`src/inc/ctm_pkg.sv`:
```
/*
  Package for the compact timer module: register offsets, field positions,
  reset values and mode encodings.
  Assumes a 32-bit Avalon-MM slave with word-aligned byte offsets.
*/
package ctm_pkg;

  // ------------------------------------------------------------
  // Register byte offsets (one aligned word each)
  // ------------------------------------------------------------
  localparam logic [4:0] CTM_OFS_CTRL0  = 5'h00; // Run, pause, clock select
  localparam logic [4:0] CTM_OFS_CTRL1  = 5'h04; // Mode, pin action, polarity
  localparam logic [4:0] CTM_OFS_CNT_LO = 5'h08; // Counter low byte
  localparam logic [4:0] CTM_OFS_CNT_HI = 5'h0C; // Counter high byte
  localparam logic [4:0] CTM_OFS_CMPA_L = 5'h10; // Compare-A low byte
  localparam logic [4:0] CTM_OFS_CMPA_H = 5'h14; // Compare-A high byte
  localparam logic [4:0] CTM_OFS_CMPP   = 5'h18; // Compare-P value
  localparam logic [4:0] CTM_OFS_FLAGS  = 5'h1C; // Event flags, write 1 clears

  // ------------------------------------------------------------
  // Control-0 field positions
  // ------------------------------------------------------------
  localparam int CTM_B_PAUSE = 7;
  localparam int CTM_B_CKHI  = 6;
  localparam int CTM_B_CKLO  = 4;
  localparam int CTM_B_RUN   = 3;

  // ------------------------------------------------------------
  // Control-1 field positions
  // ------------------------------------------------------------
  localparam int CTM_B_MODEHI = 7;
  localparam int CTM_B_MODELO = 6;
  localparam int CTM_B_PINHI  = 5;
  localparam int CTM_B_PINLO  = 4;
  localparam int CTM_B_OCTL   = 3;
  localparam int CTM_B_POL    = 2;
  localparam int CTM_B_DPX    = 1;
  localparam int CTM_B_CLRSEL = 0;

  // Flag register bits
  localparam int CTM_B_FLAG_A = 0;
  localparam int CTM_B_FLAG_P = 1;

  // ------------------------------------------------------------
  // Reset values and constants
  // ------------------------------------------------------------
  localparam logic [7:0]  CTM_RST_BYTE  = 8'h00;
  localparam logic [15:0] CTM_RST_WORD  = 16'h0000;
  localparam logic [15:0] CTM_CNT_MAX   = 16'hFFFF;
  localparam logic [31:0] CTM_RD_UNMAP  = 32'h0000_0000;

  // Operating modes
  typedef enum logic [1:0] {
    CTM_MODE_CMP  = 2'b00,
    CTM_MODE_UNDF = 2'b01,
    CTM_MODE_PWM  = 2'b10,
    CTM_MODE_TMR  = 2'b11
  } ctm_mode_t;

  // Compare-match pin actions
  localparam logic [1:0] CTM_PA_NONE = 2'b00;
  localparam logic [1:0] CTM_PA_LOW  = 2'b01;
  localparam logic [1:0] CTM_PA_HIGH = 2'b10;
  localparam logic [1:0] CTM_PA_TOG  = 2'b11;

  // PWM pin actions
  localparam logic [1:0] CTM_PW_INACT = 2'b00;
  localparam logic [1:0] CTM_PW_ACT   = 2'b01;
  localparam logic [1:0] CTM_PW_WAVE  = 2'b10;

  // Clock-select codes for the internal divider
  localparam logic [2:0] CTM_CK_DIV4 = 3'b000;
  localparam logic [2:0] CTM_CK_SYS  = 3'b001;
  localparam logic [2:0] CTM_CK_D16  = 3'b010;
  localparam logic [2:0] CTM_CK_D64  = 3'b011;

  // Bus slave states (Gray along the path)
  typedef enum logic [1:0] {
    CTM_BUS_IDLE = 2'b00,
    CTM_BUS_ACK  = 2'b01
  } ctm_bus_t;

endpackage

```
`src/design/ctm_timer.sv`:
```
/*
  Compact 16-bit timer: counter, compare-A/compare-P comparators, compare
  match / timer / edge-aligned PWM output, with an Avalon-MM register slave.
  Assumes one 50 MHz clock; the external count pin is synchronous to it.
*/
`timescale 1ns/1ps
module ctm_timer
  import ctm_pkg::*;
(
  // Clock and reset
  input  wire logic        i_clk,
  input  wire logic        i_rst,
  // Avalon-MM slave
  input  wire logic [4:0]  i_avs_address,
  input  wire logic        i_avs_read,
  input  wire logic        i_avs_write,
  input  wire logic [31:0] i_avs_writedata,
  input  wire logic [3:0]  i_avs_byteenable,
  output logic [31:0]      o_avs_readdata,
  output logic             o_avs_waitrequest,
  // Timer pins
  input  wire logic        i_ext_clk,
  output logic             o_pin,
  output logic             o_pin_oe,
  output logic             o_flag_a,
  output logic             o_flag_p
);

  // ------------------------------------------------------------
  // Registers
  // ------------------------------------------------------------
  logic [7:0]  ctrl0_r;      // Pause, clock select, run enable
  logic [7:0]  ctrl1_r;      // Mode and pin controls
  logic [15:0] cmpa_r;       // Compare-A value
  logic [7:0]  cmpp_r;       // Compare-P value
  logic [15:0] cnt_r;        // Up counter
  logic        run_d_r;      // Run enable one cycle ago
  logic [5:0]  div_r;        // Prescaler
  logic        ext_d_r;      // External clock previous level
  logic        pin_r;        // Raw pin level before polarity
  logic        fa_r;         // Compare-A flag
  logic        fp_r;         // Compare-P flag
  ctm_bus_t    bus_r;        // Bus slave state

  // ------------------------------------------------------------
  // Decoded controls
  // ------------------------------------------------------------
  ctm_mode_t   mode;
  logic        run, pause, clrsel, dpx, octl, pol;
  logic [1:0]  pact;
  logic [2:0]  cksel;
  always_comb
  begin
    mode   = ctm_mode_t'(ctrl1_r[CTM_B_MODEHI:CTM_B_MODELO]);
    pact   = ctrl1_r[CTM_B_PINHI:CTM_B_PINLO];
    octl   = ctrl1_r[CTM_B_OCTL];
    pol    = ctrl1_r[CTM_B_POL];
    dpx    = ctrl1_r[CTM_B_DPX];
    clrsel = ctrl1_r[CTM_B_CLRSEL];
    run    = ctrl0_r[CTM_B_RUN];
    pause  = ctrl0_r[CTM_B_PAUSE];
    cksel  = ctrl0_r[CTM_B_CKHI:CTM_B_CKLO];
  end

  // ------------------------------------------------------------
  // Timer tick: one-cycle enable from the divider or the pin
  // ------------------------------------------------------------
  logic tick;
  always_comb
  begin
    case (cksel)
      CTM_CK_DIV4: tick = (div_r[1:0] == 2'h3);
      CTM_CK_SYS:  tick = 1'b1;
      CTM_CK_D16:  tick = (div_r[3:0] == 4'hF);
      CTM_CK_D64:  tick = (div_r == 6'h3F);
      3'b110:      tick = i_ext_clk & ~ext_d_r;   // Rising edge of pin
      3'b111:      tick = ~i_ext_clk & ext_d_r;   // Falling edge of pin
      default:     tick = (div_r == 6'h3F);       // Slow clock stand-in
    endcase
  end

  // Free-running prescaler and pin edge memory
  always_ff @(posedge i_clk or posedge i_rst)
  begin
    if (i_rst)
    begin
      div_r   <= 6'h00;
      ext_d_r <= 1'b0;
    end
    else
    begin
      div_r   <= div_r + 6'h01;
      ext_d_r <= i_ext_clk;
    end
  end

  // ------------------------------------------------------------
  // Comparators
  // ------------------------------------------------------------
  logic match_a, match_p, at_max, run_rise, step;
  logic clr_p, clr_a;
  always_comb
  begin
    step     = run & ~pause & tick;
    run_rise = run & ~run_d_r;
    at_max   = (cnt_r == CTM_CNT_MAX);
    // Compare-A looks at all sixteen bits; zero never matches
    match_a  = step & (cmpa_r != CTM_RST_WORD) & (cnt_r == cmpa_r - 16'h0001);
    // Compare-P compares the high byte, with the low byte at FF; zero wraps to FF, so it matches at FFFF
    match_p  = step
             & (cnt_r[15:8] == cmpp_r - 8'h01) & (cnt_r[7:0] == 8'hFF);
    // Clear sources per mode
    if (mode == CTM_MODE_PWM)
    begin
      clr_p = ~dpx;
      clr_a = dpx;
    end
    else
    begin
      clr_p = ~clrsel;
      clr_a = clrsel;
    end
  end

  // ------------------------------------------------------------
  // Counter: zero on run rise, hold on stop or pause
  // ------------------------------------------------------------
  always_ff @(posedge i_clk or posedge i_rst)
  begin
    if (i_rst)
    begin
      cnt_r   <= CTM_RST_WORD;
      run_d_r <= 1'b0;
    end
    else
    begin
      run_d_r <= run;
      if (run_rise)
        cnt_r <= CTM_RST_WORD;
      else if (step)
      begin
        if ((clr_p & match_p) | (clr_a & match_a))
          cnt_r <= CTM_RST_WORD;
        else
          cnt_r <= cnt_r + 16'h0001;                          // wraps at max
      end
    end
  end

  // ------------------------------------------------------------
  // Event flags: set wins over a software clear
  // ------------------------------------------------------------
  logic set_a, set_p, flg_wr;
  always_comb
  begin
    // With clear-select high outside PWM the P flag is never raised
    set_p  = match_p & (clr_p | (mode == CTM_MODE_PWM));
    set_a  = match_a;
    flg_wr = (bus_r == CTM_BUS_IDLE) & i_avs_write & i_avs_byteenable[0]
           & (i_avs_address == CTM_OFS_FLAGS);
  end

  always_ff @(posedge i_clk or posedge i_rst)
  begin
    if (i_rst)
    begin
      fa_r <= 1'b0;
      fp_r <= 1'b0;
    end
    else
    begin
      fa_r <= set_a | (fa_r & ~(flg_wr & i_avs_writedata[CTM_B_FLAG_A]));
      fp_r <= set_p | (fp_r & ~(flg_wr & i_avs_writedata[CTM_B_FLAG_P]));
    end
  end

  // ------------------------------------------------------------
  // PWM waveform: active while counter below duty
  // ------------------------------------------------------------
  logic [16:0] duty, period;
  logic        pwm_act;
  always_comb
  begin
    if (dpx)
    begin
      duty   = (cmpp_r == CTM_RST_BYTE) ? 17'h1_0000 : {1'b0, cmpp_r, 8'h00};
      period = (cmpa_r == CTM_RST_WORD) ? 17'h1_0000 : {1'b0, cmpa_r};
    end
    else
    begin
      duty   = {1'b0, cmpa_r};
      period = (cmpp_r == CTM_RST_BYTE) ? 17'h1_0000 : {1'b0, cmpp_r, 8'h00};
    end
    pwm_act = (duty >= period) | ({1'b0, cnt_r} < duty);
  end

  // ------------------------------------------------------------
  // Output pin (raw level, polarity applied at the port except in compare-match mode)
  // ------------------------------------------------------------
  always_ff @(posedge i_clk or posedge i_rst)
  begin
    if (i_rst)
      pin_r <= 1'b0;
    else if (run_rise)
      pin_r <= (mode == CTM_MODE_PWM) ? ~octl : octl;
    else if (mode == CTM_MODE_CMP)
    begin
      if (set_a)
      begin
        case (pact)
          CTM_PA_LOW:  pin_r <= 1'b0;
          CTM_PA_HIGH: pin_r <= 1'b1;
          CTM_PA_TOG:  pin_r <= ~pin_r;
          default:     pin_r <= pin_r;
        endcase
      end
    end
    else if (mode == CTM_MODE_PWM && run)
    begin
      case (pact)
        CTM_PW_INACT: pin_r <= ~octl;
        CTM_PW_ACT:   pin_r <= octl;
        CTM_PW_WAVE:  pin_r <= pwm_act ? octl : ~octl;
        default:      pin_r <= pin_r;
      endcase
    end
  end

  // Registered port copies, polarity and output enable
  always_ff @(posedge i_clk or posedge i_rst)
  begin
    if (i_rst)
    begin
      o_pin    <= 1'b0;
      o_pin_oe <= 1'b0;
      o_flag_a <= 1'b0;
      o_flag_p <= 1'b0;
    end
    else
    begin
      o_pin    <= (mode == CTM_MODE_CMP) ? pin_r : (pin_r ^ pol);
      o_pin_oe <= (mode == CTM_MODE_CMP) | (mode == CTM_MODE_PWM);
      o_flag_a <= fa_r;
      o_flag_p <= fp_r;
    end
  end

  // ------------------------------------------------------------
  // Avalon-MM slave: one wait cycle, answer on the second edge
  // ------------------------------------------------------------
  logic [7:0] rd_byte;
  logic       rd_hit;
  always_comb
  begin
    rd_hit = 1'b1;
    case (i_avs_address)
      CTM_OFS_CTRL0:  rd_byte = {ctrl0_r[7:3], 3'b000};
      CTM_OFS_CTRL1:  rd_byte = ctrl1_r;
      CTM_OFS_CNT_LO: rd_byte = cnt_r[7:0];
      CTM_OFS_CNT_HI: rd_byte = cnt_r[15:8];
      CTM_OFS_CMPA_L: rd_byte = cmpa_r[7:0];
      CTM_OFS_CMPA_H: rd_byte = cmpa_r[15:8];
      CTM_OFS_CMPP:   rd_byte = cmpp_r;
      CTM_OFS_FLAGS:  rd_byte = {6'h00, fp_r, fa_r};
      default:
      begin
        rd_byte = CTM_RST_BYTE;
        rd_hit  = 1'b0;
      end
    endcase
  end

  // Handshake: first cycle latches, second cycle releases waitrequest
  always_ff @(posedge i_clk or posedge i_rst)
  begin
    if (i_rst)
    begin
      bus_r             <= CTM_BUS_IDLE;
      o_avs_waitrequest <= 1'b1;
      o_avs_readdata    <= CTM_RD_UNMAP;
    end
    else if (bus_r == CTM_BUS_IDLE && (i_avs_read || i_avs_write))
    begin
      bus_r             <= CTM_BUS_ACK;
      o_avs_waitrequest <= 1'b0;
      o_avs_readdata    <= rd_hit ? {24'h00_0000, rd_byte} : CTM_RD_UNMAP;
    end
    else
    begin
      bus_r             <= CTM_BUS_IDLE;
      o_avs_waitrequest <= 1'b1;
    end
  end

  // Writable registers, taken at the accept cycle
  always_ff @(posedge i_clk or posedge i_rst)
  begin
    if (i_rst)
    begin
      ctrl0_r <= CTM_RST_BYTE;
      ctrl1_r <= CTM_RST_BYTE;
      cmpa_r  <= CTM_RST_WORD;
      cmpp_r  <= CTM_RST_BYTE;
    end
    else if (bus_r == CTM_BUS_IDLE && i_avs_write && i_avs_byteenable[0])
    begin
      case (i_avs_address)
        CTM_OFS_CTRL0:  ctrl0_r <= {i_avs_writedata[7:3], 3'b000};
        CTM_OFS_CTRL1:  ctrl1_r <= i_avs_writedata[7:0];
        CTM_OFS_CMPA_L: cmpa_r[7:0]  <= i_avs_writedata[7:0];
        CTM_OFS_CMPA_H: cmpa_r[15:8] <= i_avs_writedata[7:0];
        CTM_OFS_CMPP:   cmpp_r <= i_avs_writedata[7:0];
        default:        cmpp_r <= cmpp_r;
      endcase
    end
  end

  // ------------------------------------------------------------
  // Assertions
  // ------------------------------------------------------------
  a_run_rise_zero: assert property (@(posedge i_clk) disable iff (i_rst)
    run_rise |=> (cnt_r == CTM_RST_WORD))
    else $error("counter not zero after run rise");

  a_pause_holds: assert property (@(posedge i_clk) disable iff (i_rst)
    (pause && !run_rise) |=> (cnt_r == $past(cnt_r)))
    else $error("counter moved while paused");

  a_stop_holds: assert property (@(posedge i_clk) disable iff (i_rst)
    (!run && !run_d_r) |=> $stable(cnt_r))
    else $error("counter moved while stopped");

  a_clr_a_match: assert property (@(posedge i_clk) disable iff (i_rst)
    (match_a && clr_a && !run_rise) |=> (cnt_r == CTM_RST_WORD) && fa_r)
    else $error("compare-A clear missing");

  a_p_flag_blocked: assert property (@(posedge i_clk) disable iff (i_rst)
    (mode == CTM_MODE_CMP && clrsel && !fp_r) |=> !fp_r || !$past(clrsel))
    else $error("compare-P flag with clear select high");

  a_p_period_clr: assert property (@(posedge i_clk) disable iff (i_rst)
    (match_p && clr_p && !run_rise) |=> (cnt_r == CTM_RST_WORD) ##0 fp_r)
    else $error("compare-P clear missing");

  a_cmp_pin_hold: assert property (@(posedge i_clk) disable iff (i_rst)
    (mode == CTM_MODE_CMP && !set_a && !run_rise) |=> $stable(pin_r))
    else $error("pin moved without compare-A match");

  a_pin_init_lvl: assert property (@(posedge i_clk) disable iff (i_rst)
    (run_rise && mode == CTM_MODE_CMP) |=> (pin_r == $past(octl)) ##1 (o_pin == $past(pin_r)))
    else $error("pin not loaded with initial level");

  a_full_duty: assert property (@(posedge i_clk) disable iff (i_rst)
    (mode == CTM_MODE_PWM && run && !run_rise && pact == CTM_PW_WAVE && duty >= period)
      |=> (pin_r == $past(octl)))
    else $error("full duty not held active");

  a_wrap_max: assert property (@(posedge i_clk) disable iff (i_rst)
    (step && at_max && !run_rise) |=> (cnt_r == CTM_RST_WORD))
    else $error("counter did not wrap");

endmodule // ctm_timer

```
`config.mk`:
```
export PLATFORM = sky130hd
export DESIGN_NAME = ctm_timer
export DESIGN_NICKNAME = d
export VERILOG_FILES = /design/src/inc/ctm_pkg.sv /design/src/design/ctm_timer.sv
export SDC_FILE = /design/constraint.sdc
export NUM_CORES = 1
export LEC_CHECK = 0
export ABC_AREA = 1
export BUFFER_PORTS_ARGS = -buffer_cell sky130_fd_sc_hd__buf_2
export CAP_MARGIN = 15
export CORE_ASPECT_RATIO = 0.7
export CORE_MARGIN = 2
export CORE_UTILIZATION = 59
export DETAILED_ROUTE_END_ITERATION = 7
export PLACE_DENSITY = 0.82
export SLEW_MARGIN = 20
export SYNTH_ARGS = -nofsm -noshare
export SYNTH_HDL_FRONTEND = slang
export SYNTH_SLANG_ARGS = --single-unit
```
`constraint.sdc`:
```
create_clock -name i_clk -period 3.6 [get_ports i_clk]
set_input_delay 0.72 -clock i_clk [delete_from_list [all_inputs] [get_ports i_clk]]
set_output_delay 0.72 -clock i_clk [all_outputs]
set_load 0.01 [all_outputs]
```
==> impl_results.html, run 1 <==
<table>
<tr><th>Metric</th><th>Value</th></tr>
<tr><th colspan="2">Layout</th></tr>
<tr><td>End-of-flow core utilization</td><td>0.651</td></tr>
<tr><td>Post-route cell area</td><td>6280 µm²</td></tr>
<tr><td>Net count of the finished layout</td><td>880</td></tr>
<tr><td>Number of antenna diodes</td><td>0</td></tr>
<tr><td>Post-Layout Cell Count</td><td>935</td></tr>
<tr><td>Area taken by flip-flops and latches</td><td>1950 µm²</td></tr>
<tr><td>Layout cell share with drive strength beyond 1</td><td>0.133</td></tr>
<tr><td>Layout overhead on the synthesized area</td><td>7.82%</td></tr>
<tr><td>Fill count</td><td>828</td></tr>
<tr><td>Area used by multi-input combinational logic</td><td>3270 µm²</td></tr>
<tr><th colspan="2">Routing</th></tr>
<tr><td>Routed via count</td><td>5342</td></tr>
<tr><td>Detailed-route vias per instance</td><td>5.71</td></tr>
<tr><td>Wire length per cell</td><td>18.1 µm</td></tr>
<tr><td>Number of nets with antenna violations after detailed routing</td><td>0</td></tr>
<tr><td>DRC viols</td><td>0</td></tr>
<tr><td>Final WL</td><td>16900 µm</td></tr>
<tr><td>Met3 WL</td><td>1960 µm</td></tr>
<tr><td>Met1 routed wirelength after detailed routing</td><td>7580 µm</td></tr>
<tr><td>Highest routed metal layer</td><td>met4</td></tr>
<tr><td>Iteration-0 DRC Markers</td><td>528</td></tr>
<tr><td>Number of iterations in the first detailed-routing pass</td><td>6</td></tr>
<tr><td>Detail Route met2 WL</td><td>7030 µm</td></tr>
<tr><th colspan="2">Clock tree</th></tr>
<tr><td>Root cell of the clock tree</td><td>sky130_fd_sc_hd__clkbuf_16</td></tr>
<tr><td>Worst-Skew Late Latency</td><td>330 ps</td></tr>
<tr><td>H-tree levels</td><td>3</td></tr>
<tr><td># clock sinks</td><td>78</td></tr>
<tr><td>Register clock-pin slew on the reported worst setup and hold paths</td><td>60 ps</td></tr>
<tr><td>CTS max path bufs</td><td>2</td></tr>
<tr><td>Number of buffers inserted by hold repair at cts</td><td>0</td></tr>
<tr><td>Number of clock buffers inserted by TritonCTS</td><td>9</td></tr>
<tr><td>TritonCTS clock tree</td><td>done</td></tr>
<tr><th colspan="2">Synth</th></tr>
<tr><td>Distinct cells, synth</td><td>55</td></tr>
<tr><td>Number of synthesized register bits</td><td>78</td></tr>
<tr><td>Average cell area after synthesis</td><td>7.53 µm²</td></tr>
<tr><td>Cell types with the largest area share after synthesis</td><td>sky130_fd_sc_hd__dfrtp_1, sky130_fd_sc_hd__nand2_1, sky130_fd_sc_hd__ha_1</td></tr>
<tr><td>FFs w/ async S/R, synth</td><td>1.00</td></tr>
<tr><td>Top cell types by occurrence after synthesis</td><td>sky130_fd_sc_hd__nand2_1, sky130_fd_sc_hd__inv_1, sky130_fd_sc_hd__o21ai_0</td></tr>
<tr><td>Synthesized area</td><td>5830 µm²</td></tr>
<tr><td>Most common cell in the synthesized netlist</td><td>sky130_fd_sc_hd__nand2_1</td></tr>
<tr><td>Library cell with the largest summed area after synthesis</td><td>sky130_fd_sc_hd__dfrtp_1</td></tr>
<tr><td>Top_reg_cell synth</td><td>sky130_fd_sc_hd__dfrtp_1</td></tr>
<tr><td>Cells after Synth</td><td>774</td></tr>
<tr><td>Count of flip-flops with a built-in enable after synthesis</td><td>0</td></tr>
<tr><td>Area share of the leading cell type in the synthesized netlist</td><td>0.331</td></tr>
<tr><td>Share of synthesized area occupied by flip-flops and latches</td><td>0.335</td></tr>
<tr><td>Count of yosys warnings during synthesis</td><td>0</td></tr>
<tr><th colspan="2">Global routing</th></tr>
<tr><td>Gr ovfl total</td><td>0</td></tr>
<tr><td>Wire length of the first global-routing pass</td><td>26400 µm</td></tr>
<tr><td>Total Routing Usage GR</td><td>0.332</td></tr>
<tr><td>Antenna violations before repair</td><td>0</td></tr>
<tr><td>Vias in the first global route</td><td>4925</td></tr>
<tr><td>Largest net degree at the start of global routing</td><td>63</td></tr>
<tr><th colspan="2">STA</th></tr>
<tr><td>Setup repair after global routing missed its margin</td><td>no</td></tr>
<tr><td>Crit path setup slack, layout</td><td>279 ps</td></tr>
<tr><td>Clock period minus final worst setup slack</td><td>3320 ps</td></tr>
<tr><td>Final worst clock skew</td><td>5.51 ps</td></tr>
<tr><td>Maximum achievable frequency</td><td>301 MHz</td></tr>
<tr><td>Worst hold margin</td><td>454 ps</td></tr>
<tr><td>Setup Total Neg Slack</td><td>0 ps</td></tr>
<tr><td>Number of hold violations in the final report</td><td>0</td></tr>
<tr><td>Final slew viol count</td><td>0</td></tr>
<tr><td>Period utilization</td><td>0.922</td></tr>
<tr><td>Max_slew headroom</td><td>0.474</td></tr>
<tr><td>Number of setup violations in the final report</td><td>0</td></tr>
<tr><td>Slew at the pin closest to its max-slew limit</td><td>769 ps</td></tr>
<tr><th colspan="2">Floorplan</th></tr>
<tr><td>Width of the chip</td><td>123 µm</td></tr>
<tr><td>Die Footprint</td><td>10700 µm²</td></tr>
<tr><td>Top-Level Pins</td><td>83</td></tr>
<tr><td>Core Area</td><td>9650 µm²</td></tr>
<tr><td>Initial core utilization</td><td>0.604</td></tr>
<tr><td>Standard-cell rows</td><td>30</td></tr>
<tr><td>Die Height</td><td>87.1 µm</td></tr>
<tr><th colspan="2">Critical path</th></tr>
<tr><td>Path type of the worst setup path</td><td>reg2reg</td></tr>
<tr><td>Worst R2R End</td><td>pin_r$_DFFE_PP0P_</td></tr>
<tr><td>Setup slack, reg-to-reg</td><td>280 ps</td></tr>
<tr><td>Type of element capturing the critical path</td><td>flip-flop</td></tr>
<tr><td>Critical path fanouts, max</td><td>5</td></tr>
<tr><td>Critical Path RT</td><td>3820 ps</td></tr>
<tr><td>CP Cell Sequence</td><td>inv_2 -&gt; ha_1 -&gt; nand2_1 -&gt; nor2_4 -&gt; nand3_1 -&gt; nor2_1 -&gt; inv_1 -&gt; nor2_1 -&gt; inv_1 -&gt; nand2_1 -&gt; o21ai_0 -&gt; ha_1 -&gt; nand2_1 -&gt; nor2_1 -&gt; a211oi_1 -&gt; nand2_1 -&gt; a21oi_2 -&gt; nand4_1 -&gt; nand3_1 -&gt; nand2_1 -&gt; nand2_1 -&gt; nand2_1 -&gt; nand2_1 -&gt; a21oi_1</td></tr>
<tr><td>Master of the slowest instance on the critical path</td><td>sky130_fd_sc_hd__dfrtp_1</td></tr>
<tr><td>Most frequent cell on the critical path</td><td>sky130_fd_sc_hd__nand2_1</td></tr>
<tr><td>RR Startpoint</td><td>cmpp_r[0]$_DFFE_PP0P_</td></tr>
<tr><td>Crit path arrival time</td><td>3540 ps</td></tr>
<tr><td>Critical Path Source Type</td><td>flip-flop</td></tr>
<tr><td>Beginning of the critical path</td><td>cmpp_r[0]$_DFFE_PP0P_</td></tr>
<tr><td>Cells on worst reg2reg path</td><td>24</td></tr>
<tr><td>Crit-path max cell delay</td><td>410 ps</td></tr>
<tr><th colspan="2">Hold path</th></tr>
<tr><td>Number of cells on the worst hold path</td><td>1</td></tr>
<tr><td>Startpoint of the most critical hold path</td><td>div_r[0]$_DFF_PP0_</td></tr>
<tr><td>End point of the worst hold path</td><td>div_r[0]$_DFF_PP0_</td></tr>
<tr><td>Class of the tightest hold or removal check</td><td>reg2reg</td></tr>
<tr><th colspan="2">Power and ir drop</th></tr>
<tr><td>Power per unit of standard cell area</td><td>450 nW/µm²</td></tr>
<tr><td>Leakage power total</td><td>3.07 nW</td></tr>
<tr><td>Post-route total power</td><td>2.83 mW</td></tr>
<tr><td>Largest vdd supply drop</td><td>0.000338 V</td></tr>
<tr><th colspan="2">Placed design</th></tr>
<tr><td>Port Buf Inserts</td><td>31</td></tr>
<tr><td>Setup slack after placement</td><td>198 ps</td></tr>
<tr><td>Weighted congestion at the end of routability-driven global placement</td><td>1.08</td></tr>
<tr><td>Placed wire-length estimate</td><td>13300 µm</td></tr>
<tr><td>Number of placed instances with taps included</td><td>919</td></tr>
<tr><td>Area of placed instances</td><td>6000 µm²</td></tr>
<tr><th colspan="2">Flow run</th></tr>
<tr><td>Max-cap violation count</td><td>0</td></tr>
<tr><th colspan="2">Outcome</th></tr>
<tr><td>Result of the run</td><td>completed</td></tr>
</table>
-- critical path: cells and delay by family (launching register included) --
kind	cells	cell delay, ps
flops	1	410
compound gates	4	540
simple gates	15	1440
fa+ha+maj	2	550
buf+inv	3	270
-- logic make-up after synthesis --
logic type,synth area share
AO/OA/AOI/OAI,0.143
XOR/XNOR,0.0728
adder cells (fa/ha/maj),0.0687
buffers and inverters,0.120
flip-flops,0.335
other,0.000644
AND/OR/NAND/NOR,0.259
-- routing by layer --
layer,up-vias,track usage
met5,-,0
met4,0,0.0899
met3,37,0.0942
met2,294,0.466
met1,2491,0.498
li1,2520,-
-- power breakdown --
group	internal (mW)	leakage [nW]	total, mW	switching (mW)
Sequential	0.947	1.04	1.04	0.0941
Clock	0.465	0.128	0.838	0.373
Combinational	0.336	1.90	0.946	0.609
-- cell type report --
type                            instances  area share
Multi-Input combinational cell        570       0.521
Clock buffer                           10      0.0364
Sequential cell                        78       0.311
Tap cell                              128      0.0255
Timing Repair Buffer                   44      0.0402
Inverter                               99      0.0595
Clock inverter                          6     0.00617
-- layout by cell type, fill, tap and decap left out, types with 24 or more instances in the layout --
cell type and instances:
sky130_fd_sc_hd__buf_2 31, sky130_fd_sc_hd__conb_1 24, sky130_fd_sc_hd__dfrtp_1 77, sky130_fd_sc_hd__ha_1 32, sky130_fd_sc_hd__inv_1 91, sky130_fd_sc_hd__nand2_1 185, sky130_fd_sc_hd__nand3_1 32, sky130_fd_sc_hd__nor2_1 56
sky130_fd_sc_hd__o21ai_0 79, sky130_fd_sc_hd__xor2_1 24
-- flip-flops by register name, indices dropped and copies added (netlist names), 5 cells and up --
register	cells
ctrl1_r	8
cnt_r	16
cmpp_r	8
cmpa_r	16
div_r	6
ctrl0_r	5
o_avs_readdata	8
-- how the worst max path moves through the flow --
| stage | endpoint |
|---|---|
| 6_report | pin_r$_DFFE_PP0P_ |
| 5_1_grt | pin_r$_DFFE_PP0P_ |
| 4_1_cts | pin_r$_DFFE_PP0P_ |
| 3_5_place_dp | pin_r$_DFFE_PP0P_ |
| 3_3_place_gp | pin_r$_DFFE_PP0P_ |
| 2_1_floorplan | pin_r$_DFFE_PP0P_ |
-- what timing repair did --
action	CTS	global route
setup buffers	0	0
gates resized for setup	0	5
endpoints found under the setup margin	0	1
(Power assumes the default switching activity.)
==> run 2: changes to the inputs <==
- ABC_CLOCK_PERIOD_IN_PS: default -> 4300
- CORE_UTILIZATION: 59 -> 63
- PLACE_DENSITY: 0.82 -> 0.87
- clock period: 3.6 -> 4.3 ns (I/O delays scaled with it)
==> run 2 against run 1 <==
Clock power down 11%. Via count increased by 1.1%. Critical path depth rose by 3. Die area decreased by 6.1%. Largest cell class unchanged. Largest power group unchanged.
==> impl_results.html, run 2 (same netlist as run 1, synthesis figures left out) <==
<table>
<tr><th>Metric</th><th>Value</th></tr>
<tr><th colspan="2">Global routing</th></tr>
<tr><td>Gr ovfl total</td><td>0 (unchanged)</td></tr>
<tr><td>Total Routing Usage GR</td><td>0.354 (+0.0213)</td></tr>
<tr><td>Antenna violations before repair</td><td>0 (unchanged)</td></tr>
<tr><td>Largest net degree at the start of global routing</td><td>47 (-25%)</td></tr>
<tr><td>Vias in the first global route</td><td>5000 (+1.5%)</td></tr>
<tr><td>Wire length of the first global-routing pass</td><td>26800 µm (+1.3%)</td></tr>
<tr><th colspan="2">Placed design</th></tr>
<tr><td>Weighted congestion at the end of routability-driven global placement</td><td>0.965 (-10%)</td></tr>
<tr><td>Setup slack after placement</td><td>957 ps (+759 ps)</td></tr>
<tr><td>Area of placed instances</td><td>5920 µm² (-1.2%)</td></tr>
<tr><td>Placed wire-length estimate</td><td>13400 µm (+1.3%)</td></tr>
<tr><td>Port Buf Inserts</td><td>31 (unchanged)</td></tr>
<tr><th colspan="2">STA</th></tr>
<tr><td>Final slew viol count</td><td>0 (unchanged)</td></tr>
<tr><td>Slew at the pin closest to its max-slew limit</td><td>900 ps (+131 ps)</td></tr>
<tr><td>Number of setup violations in the final report</td><td>0 (unchanged)</td></tr>
<tr><td>Period utilization</td><td>0.805 (-0.117)</td></tr>
<tr><td>Number of hold violations in the final report</td><td>0 (unchanged)</td></tr>
<tr><td>Final worst clock skew</td><td>11.7 ps (+6.21 ps)</td></tr>
<tr><td>Crit path setup slack, layout</td><td>838 ps (+559 ps)</td></tr>
<tr><td>Maximum achievable frequency</td><td>289 MHz (-4.1%)</td></tr>
<tr><td>Clock period minus final worst setup slack</td><td>3460 ps (+141 ps)</td></tr>
<tr><td>Setup repair after global routing missed its margin</td><td>no</td></tr>
<tr><td>Max_slew headroom</td><td>0.384 (-0.0898)</td></tr>
<tr><td>Setup Total Neg Slack</td><td>0 ps (unchanged)</td></tr>
<tr><th colspan="2">Outcome</th></tr>
<tr><td>Result of the run</td><td>completed</td></tr>
<tr><th colspan="2">Floorplan</th></tr>
<tr><td>Top-Level Pins</td><td>83 (unchanged)</td></tr>
<tr><td>Width of the chip</td><td>119 µm (-3.1%)</td></tr>
<tr><td>Initial core utilization</td><td>0.645 (+0.0409)</td></tr>
<tr><td>Standard-cell rows</td><td>29 (-3.3%)</td></tr>
<tr><td>Die Footprint</td><td>10000 µm² (-6.1%)</td></tr>
<tr><td>Die Height</td><td>84.5 µm (-3.1%)</td></tr>
<tr><td>Core Area</td><td>9030 µm² (-6.3%)</td></tr>
<tr><th colspan="2">Routing</th></tr>
<tr><td>Highest routed metal layer</td><td>met4</td></tr>
<tr><td>Routed via count</td><td>5401 (+1.1%)</td></tr>
<tr><td>Detailed-route vias per instance</td><td>5.86 (+2.5%)</td></tr>
<tr><td>Met3 WL</td><td>2000 µm (+2.0%)</td></tr>
<tr><td>Wire length per cell</td><td>18.4 µm (+1.9%)</td></tr>
<tr><td>Detail Route met2 WL</td><td>7380 µm (+5.1%)</td></tr>
<tr><td>Iteration-0 DRC Markers</td><td>456 (-14%)</td></tr>
<tr><td>Number of nets with antenna violations after detailed routing</td><td>0 (unchanged)</td></tr>
<tr><td>Met1 routed wirelength after detailed routing</td><td>7160 µm (-5.5%)</td></tr>
<tr><td>Final WL</td><td>17000 µm (+0.52%)</td></tr>
<tr><td>DRC viols</td><td>0 (unchanged)</td></tr>
<tr><td>Number of iterations in the first detailed-routing pass</td><td>5 (-1)</td></tr>
<tr><th colspan="2">Critical path</th></tr>
<tr><td>Critical Path RT</td><td>4570 ps (+750 ps)</td></tr>
<tr><td>RR Startpoint</td><td>cmpp_r[0]$_DFFE_PP0P_</td></tr>
<tr><td>Worst R2R End</td><td>pin_r$_DFFE_PP0P_</td></tr>
<tr><td>Setup slack, reg-to-reg</td><td>840 ps (+560 ps)</td></tr>
<tr><td>Cells on worst reg2reg path</td><td>27 (+13%)</td></tr>
<tr><td>Critical path fanouts, max</td><td>5 (unchanged)</td></tr>
<tr><td>Type of element capturing the critical path</td><td>flip-flop</td></tr>
<tr><td>Critical Path Source Type</td><td>flip-flop</td></tr>
<tr><td>Path type of the worst setup path</td><td>reg2reg</td></tr>
<tr><td>Crit path arrival time</td><td>3730 ps (+190 ps)</td></tr>
<tr><th colspan="2">Layout</th></tr>
<tr><td>Most common cell after layout, fill and taps aside</td><td>sky130_fd_sc_hd__nand2_1</td></tr>
<tr><td>Number of antenna diodes</td><td>0 (unchanged)</td></tr>
<tr><td>Biggest registers after layout</td><td>cmpa_r (16), cnt_r (16)</td></tr>
<tr><td>Layout cell share with drive strength beyond 1</td><td>0.119 (-0.0135)</td></tr>
<tr><td>Net count of the finished layout</td><td>871 (-1.0%)</td></tr>
<tr><td>Layout overhead on the synthesized area</td><td>6.64%</td></tr>
<tr><td>End-of-flow core utilization</td><td>0.688 (+0.0365)</td></tr>
<tr><td>Fill count</td><td>778 (-6.0%)</td></tr>
<tr><td>Post-route cell area</td><td>6210 µm² (-1.1%)</td></tr>
<tr><td>Commonest cells after routing, fill and taps aside</td><td>sky130_fd_sc_hd__nand2_1, sky130_fd_sc_hd__inv_1, sky130_fd_sc_hd__o21ai_0</td></tr>
<tr><th colspan="2">Clock tree</th></tr>
<tr><td>Total setup buffers inserted after CTS</td><td>0 (unchanged)</td></tr>
<tr><td>CTS max path bufs</td><td>2 (unchanged)</td></tr>
<tr><td>Post-cts sizing count</td><td>0 (unchanged)</td></tr>
<tr><td>Root cell of the clock tree</td><td>sky130_fd_sc_hd__clkbuf_16</td></tr>
<tr><td># clock sinks</td><td>78 (unchanged)</td></tr>
<tr><td>Number of clock buffers inserted by TritonCTS</td><td>9 (unchanged)</td></tr>
<tr><td>H-tree levels</td><td>3 (unchanged)</td></tr>
<tr><td>TritonCTS clock tree</td><td>done</td></tr>
<tr><td>Register clock-pin slew on the reported worst setup and hold paths</td><td>60 ps (about the same)</td></tr>
<tr><td>Number of buffers inserted by hold repair at cts</td><td>0 (unchanged)</td></tr>
<tr><td>Worst-Skew Late Latency</td><td>350 ps (+20 ps)</td></tr>
<tr><th colspan="2">Power and ir drop</th></tr>
<tr><td>Leakage power total</td><td>3.03 nW (-1.3%)</td></tr>
<tr><td>Largest vdd supply drop</td><td>0.000278 V (-18%)</td></tr>
<tr><td>Post-route total power</td><td>2.39 mW (-16%)</td></tr>
<tr><td>Power per unit of standard cell area</td><td>384 nW/µm² (-15%)</td></tr>
<tr><th colspan="2">Hold path</th></tr>
<tr><td>Class of the tightest hold or removal check</td><td>reg2reg</td></tr>
<tr><td>End point of the worst hold path</td><td>o_flag_a$_DFF_PP0_</td></tr>
<tr><td>Number of cells on the worst hold path</td><td>0 (-1)</td></tr>
<tr><td>Startpoint of the most critical hold path</td><td>fa_r$_DFF_PP0_</td></tr>
<tr><th colspan="2">Flow run</th></tr>
<tr><td>Max-cap violation count</td><td>0 (unchanged)</td></tr>
</table>
-- run 2: cell count changes in the layout (fill, tap and decap cells not counted), sizes merged --
cell	previous run	this run
clkbuf	10	9
inv	99	104
clkinv	4	1
clkinvlp	2	1
buf	44	35
-- run 2: stage by stage --
step / hold WS [ps] / std cells
after floorplan: 368 / 797
after global placement: 405 / 906
after detailed placement: 409 / 906
after CTS: 433 / 922
after global routing: 444 / 922
final: 441 / 922
-- run 2: final cells by class --
class	instances	area (µm²)	share of cell area
clock buffer	9	225	0.0362
clock inverter	7	65.1	0.0105
inverter	99	372	0.0598
multi-input combinational	570	3260	0.524
sequential	78	1950	0.314
tap	124	155	0.0250
timing repair buffer	35	185	0.0298
-- run 2: critical path, cell delays in order (launching register included) --
cell and delay, ps:
sky130_fd_sc_hd__dfrtp_1 410, sky130_fd_sc_hd__inv_1 180, sky130_fd_sc_hd__ha_1 220, sky130_fd_sc_hd__nand2_1 70, sky130_fd_sc_hd__nor2_1 210, sky130_fd_sc_hd__nand3_1 130
sky130_fd_sc_hd__nor2_1 100, sky130_fd_sc_hd__inv_1 50, sky130_fd_sc_hd__nor2_1 90, sky130_fd_sc_hd__inv_1 90, sky130_fd_sc_hd__nand2_1 80, sky130_fd_sc_hd__nand2_1 50
sky130_fd_sc_hd__o21ai_0 120, sky130_fd_sc_hd__inv_1 90, sky130_fd_sc_hd__ha_1 330, sky130_fd_sc_hd__nand2_1 100, sky130_fd_sc_hd__nor3_1 60, sky130_fd_sc_hd__nand2_1 100
sky130_fd_sc_hd__nand4_1 80, sky130_fd_sc_hd__a21oi_1 190, sky130_fd_sc_hd__nand3_1 140, sky130_fd_sc_hd__nand2_1 80, sky130_fd_sc_hd__nand3_1 60, sky130_fd_sc_hd__nand2_1 70
sky130_fd_sc_hd__nand2_1 50, sky130_fd_sc_hd__nand2_1 60, sky130_fd_sc_hd__nand2_1 50, sky130_fd_sc_hd__a21oi_1 120
-- run 2: worst max path at each step --
| stage | endpoint | slack [ps] | depth (start not counted) | start |
|---|---|---|---|---|
| final | pin_r$_DFFE_PP0P_ | 840 | 27 | cmpp_r[0]$_DFFE_PP0P_ |
| after global routing | pin_r$_DFFE_PP0P_ | 500 | 26 | cmpp_r[0]$_DFFE_PP0P_ |
| after CTS | pin_r$_DFFE_PP0P_ | 930 | 27 | cmpp_r[0]$_DFFE_PP0P_ |
| after detailed placement | pin_r$_DFFE_PP0P_ | 960 | 27 | cmpp_r[0]$_DFFE_PP0P_ |
| after global placement | pin_r$_DFFE_PP0P_ | 1060 | 25 | cmpp_r[0]$_DFFE_PP0P_ |
| after floorplan | bus_r[0]$_DFF_PP0_ | 1450 | 1 | i_rst |
-- run 2: where the power goes --
part           leakage, nW  internal (mW)  total, mW  switching (mW)
Sequential            1.04          0.792      0.887          0.0942
Clock                0.141          0.406      0.750           0.344
Combinational         1.85          0.268      0.751           0.483
-- run 2: layer usage --
| metal | vias to the layer above | global-route usage |
|---|---|---|
| li1 | 2506 | - |
| met1 | 2558 | 0.503 |
| met2 | 295 | 0.540 |
| met3 | 42 | 0.0836 |
| met4 | 0 | 0.106 |
| met5 | - | 0 |
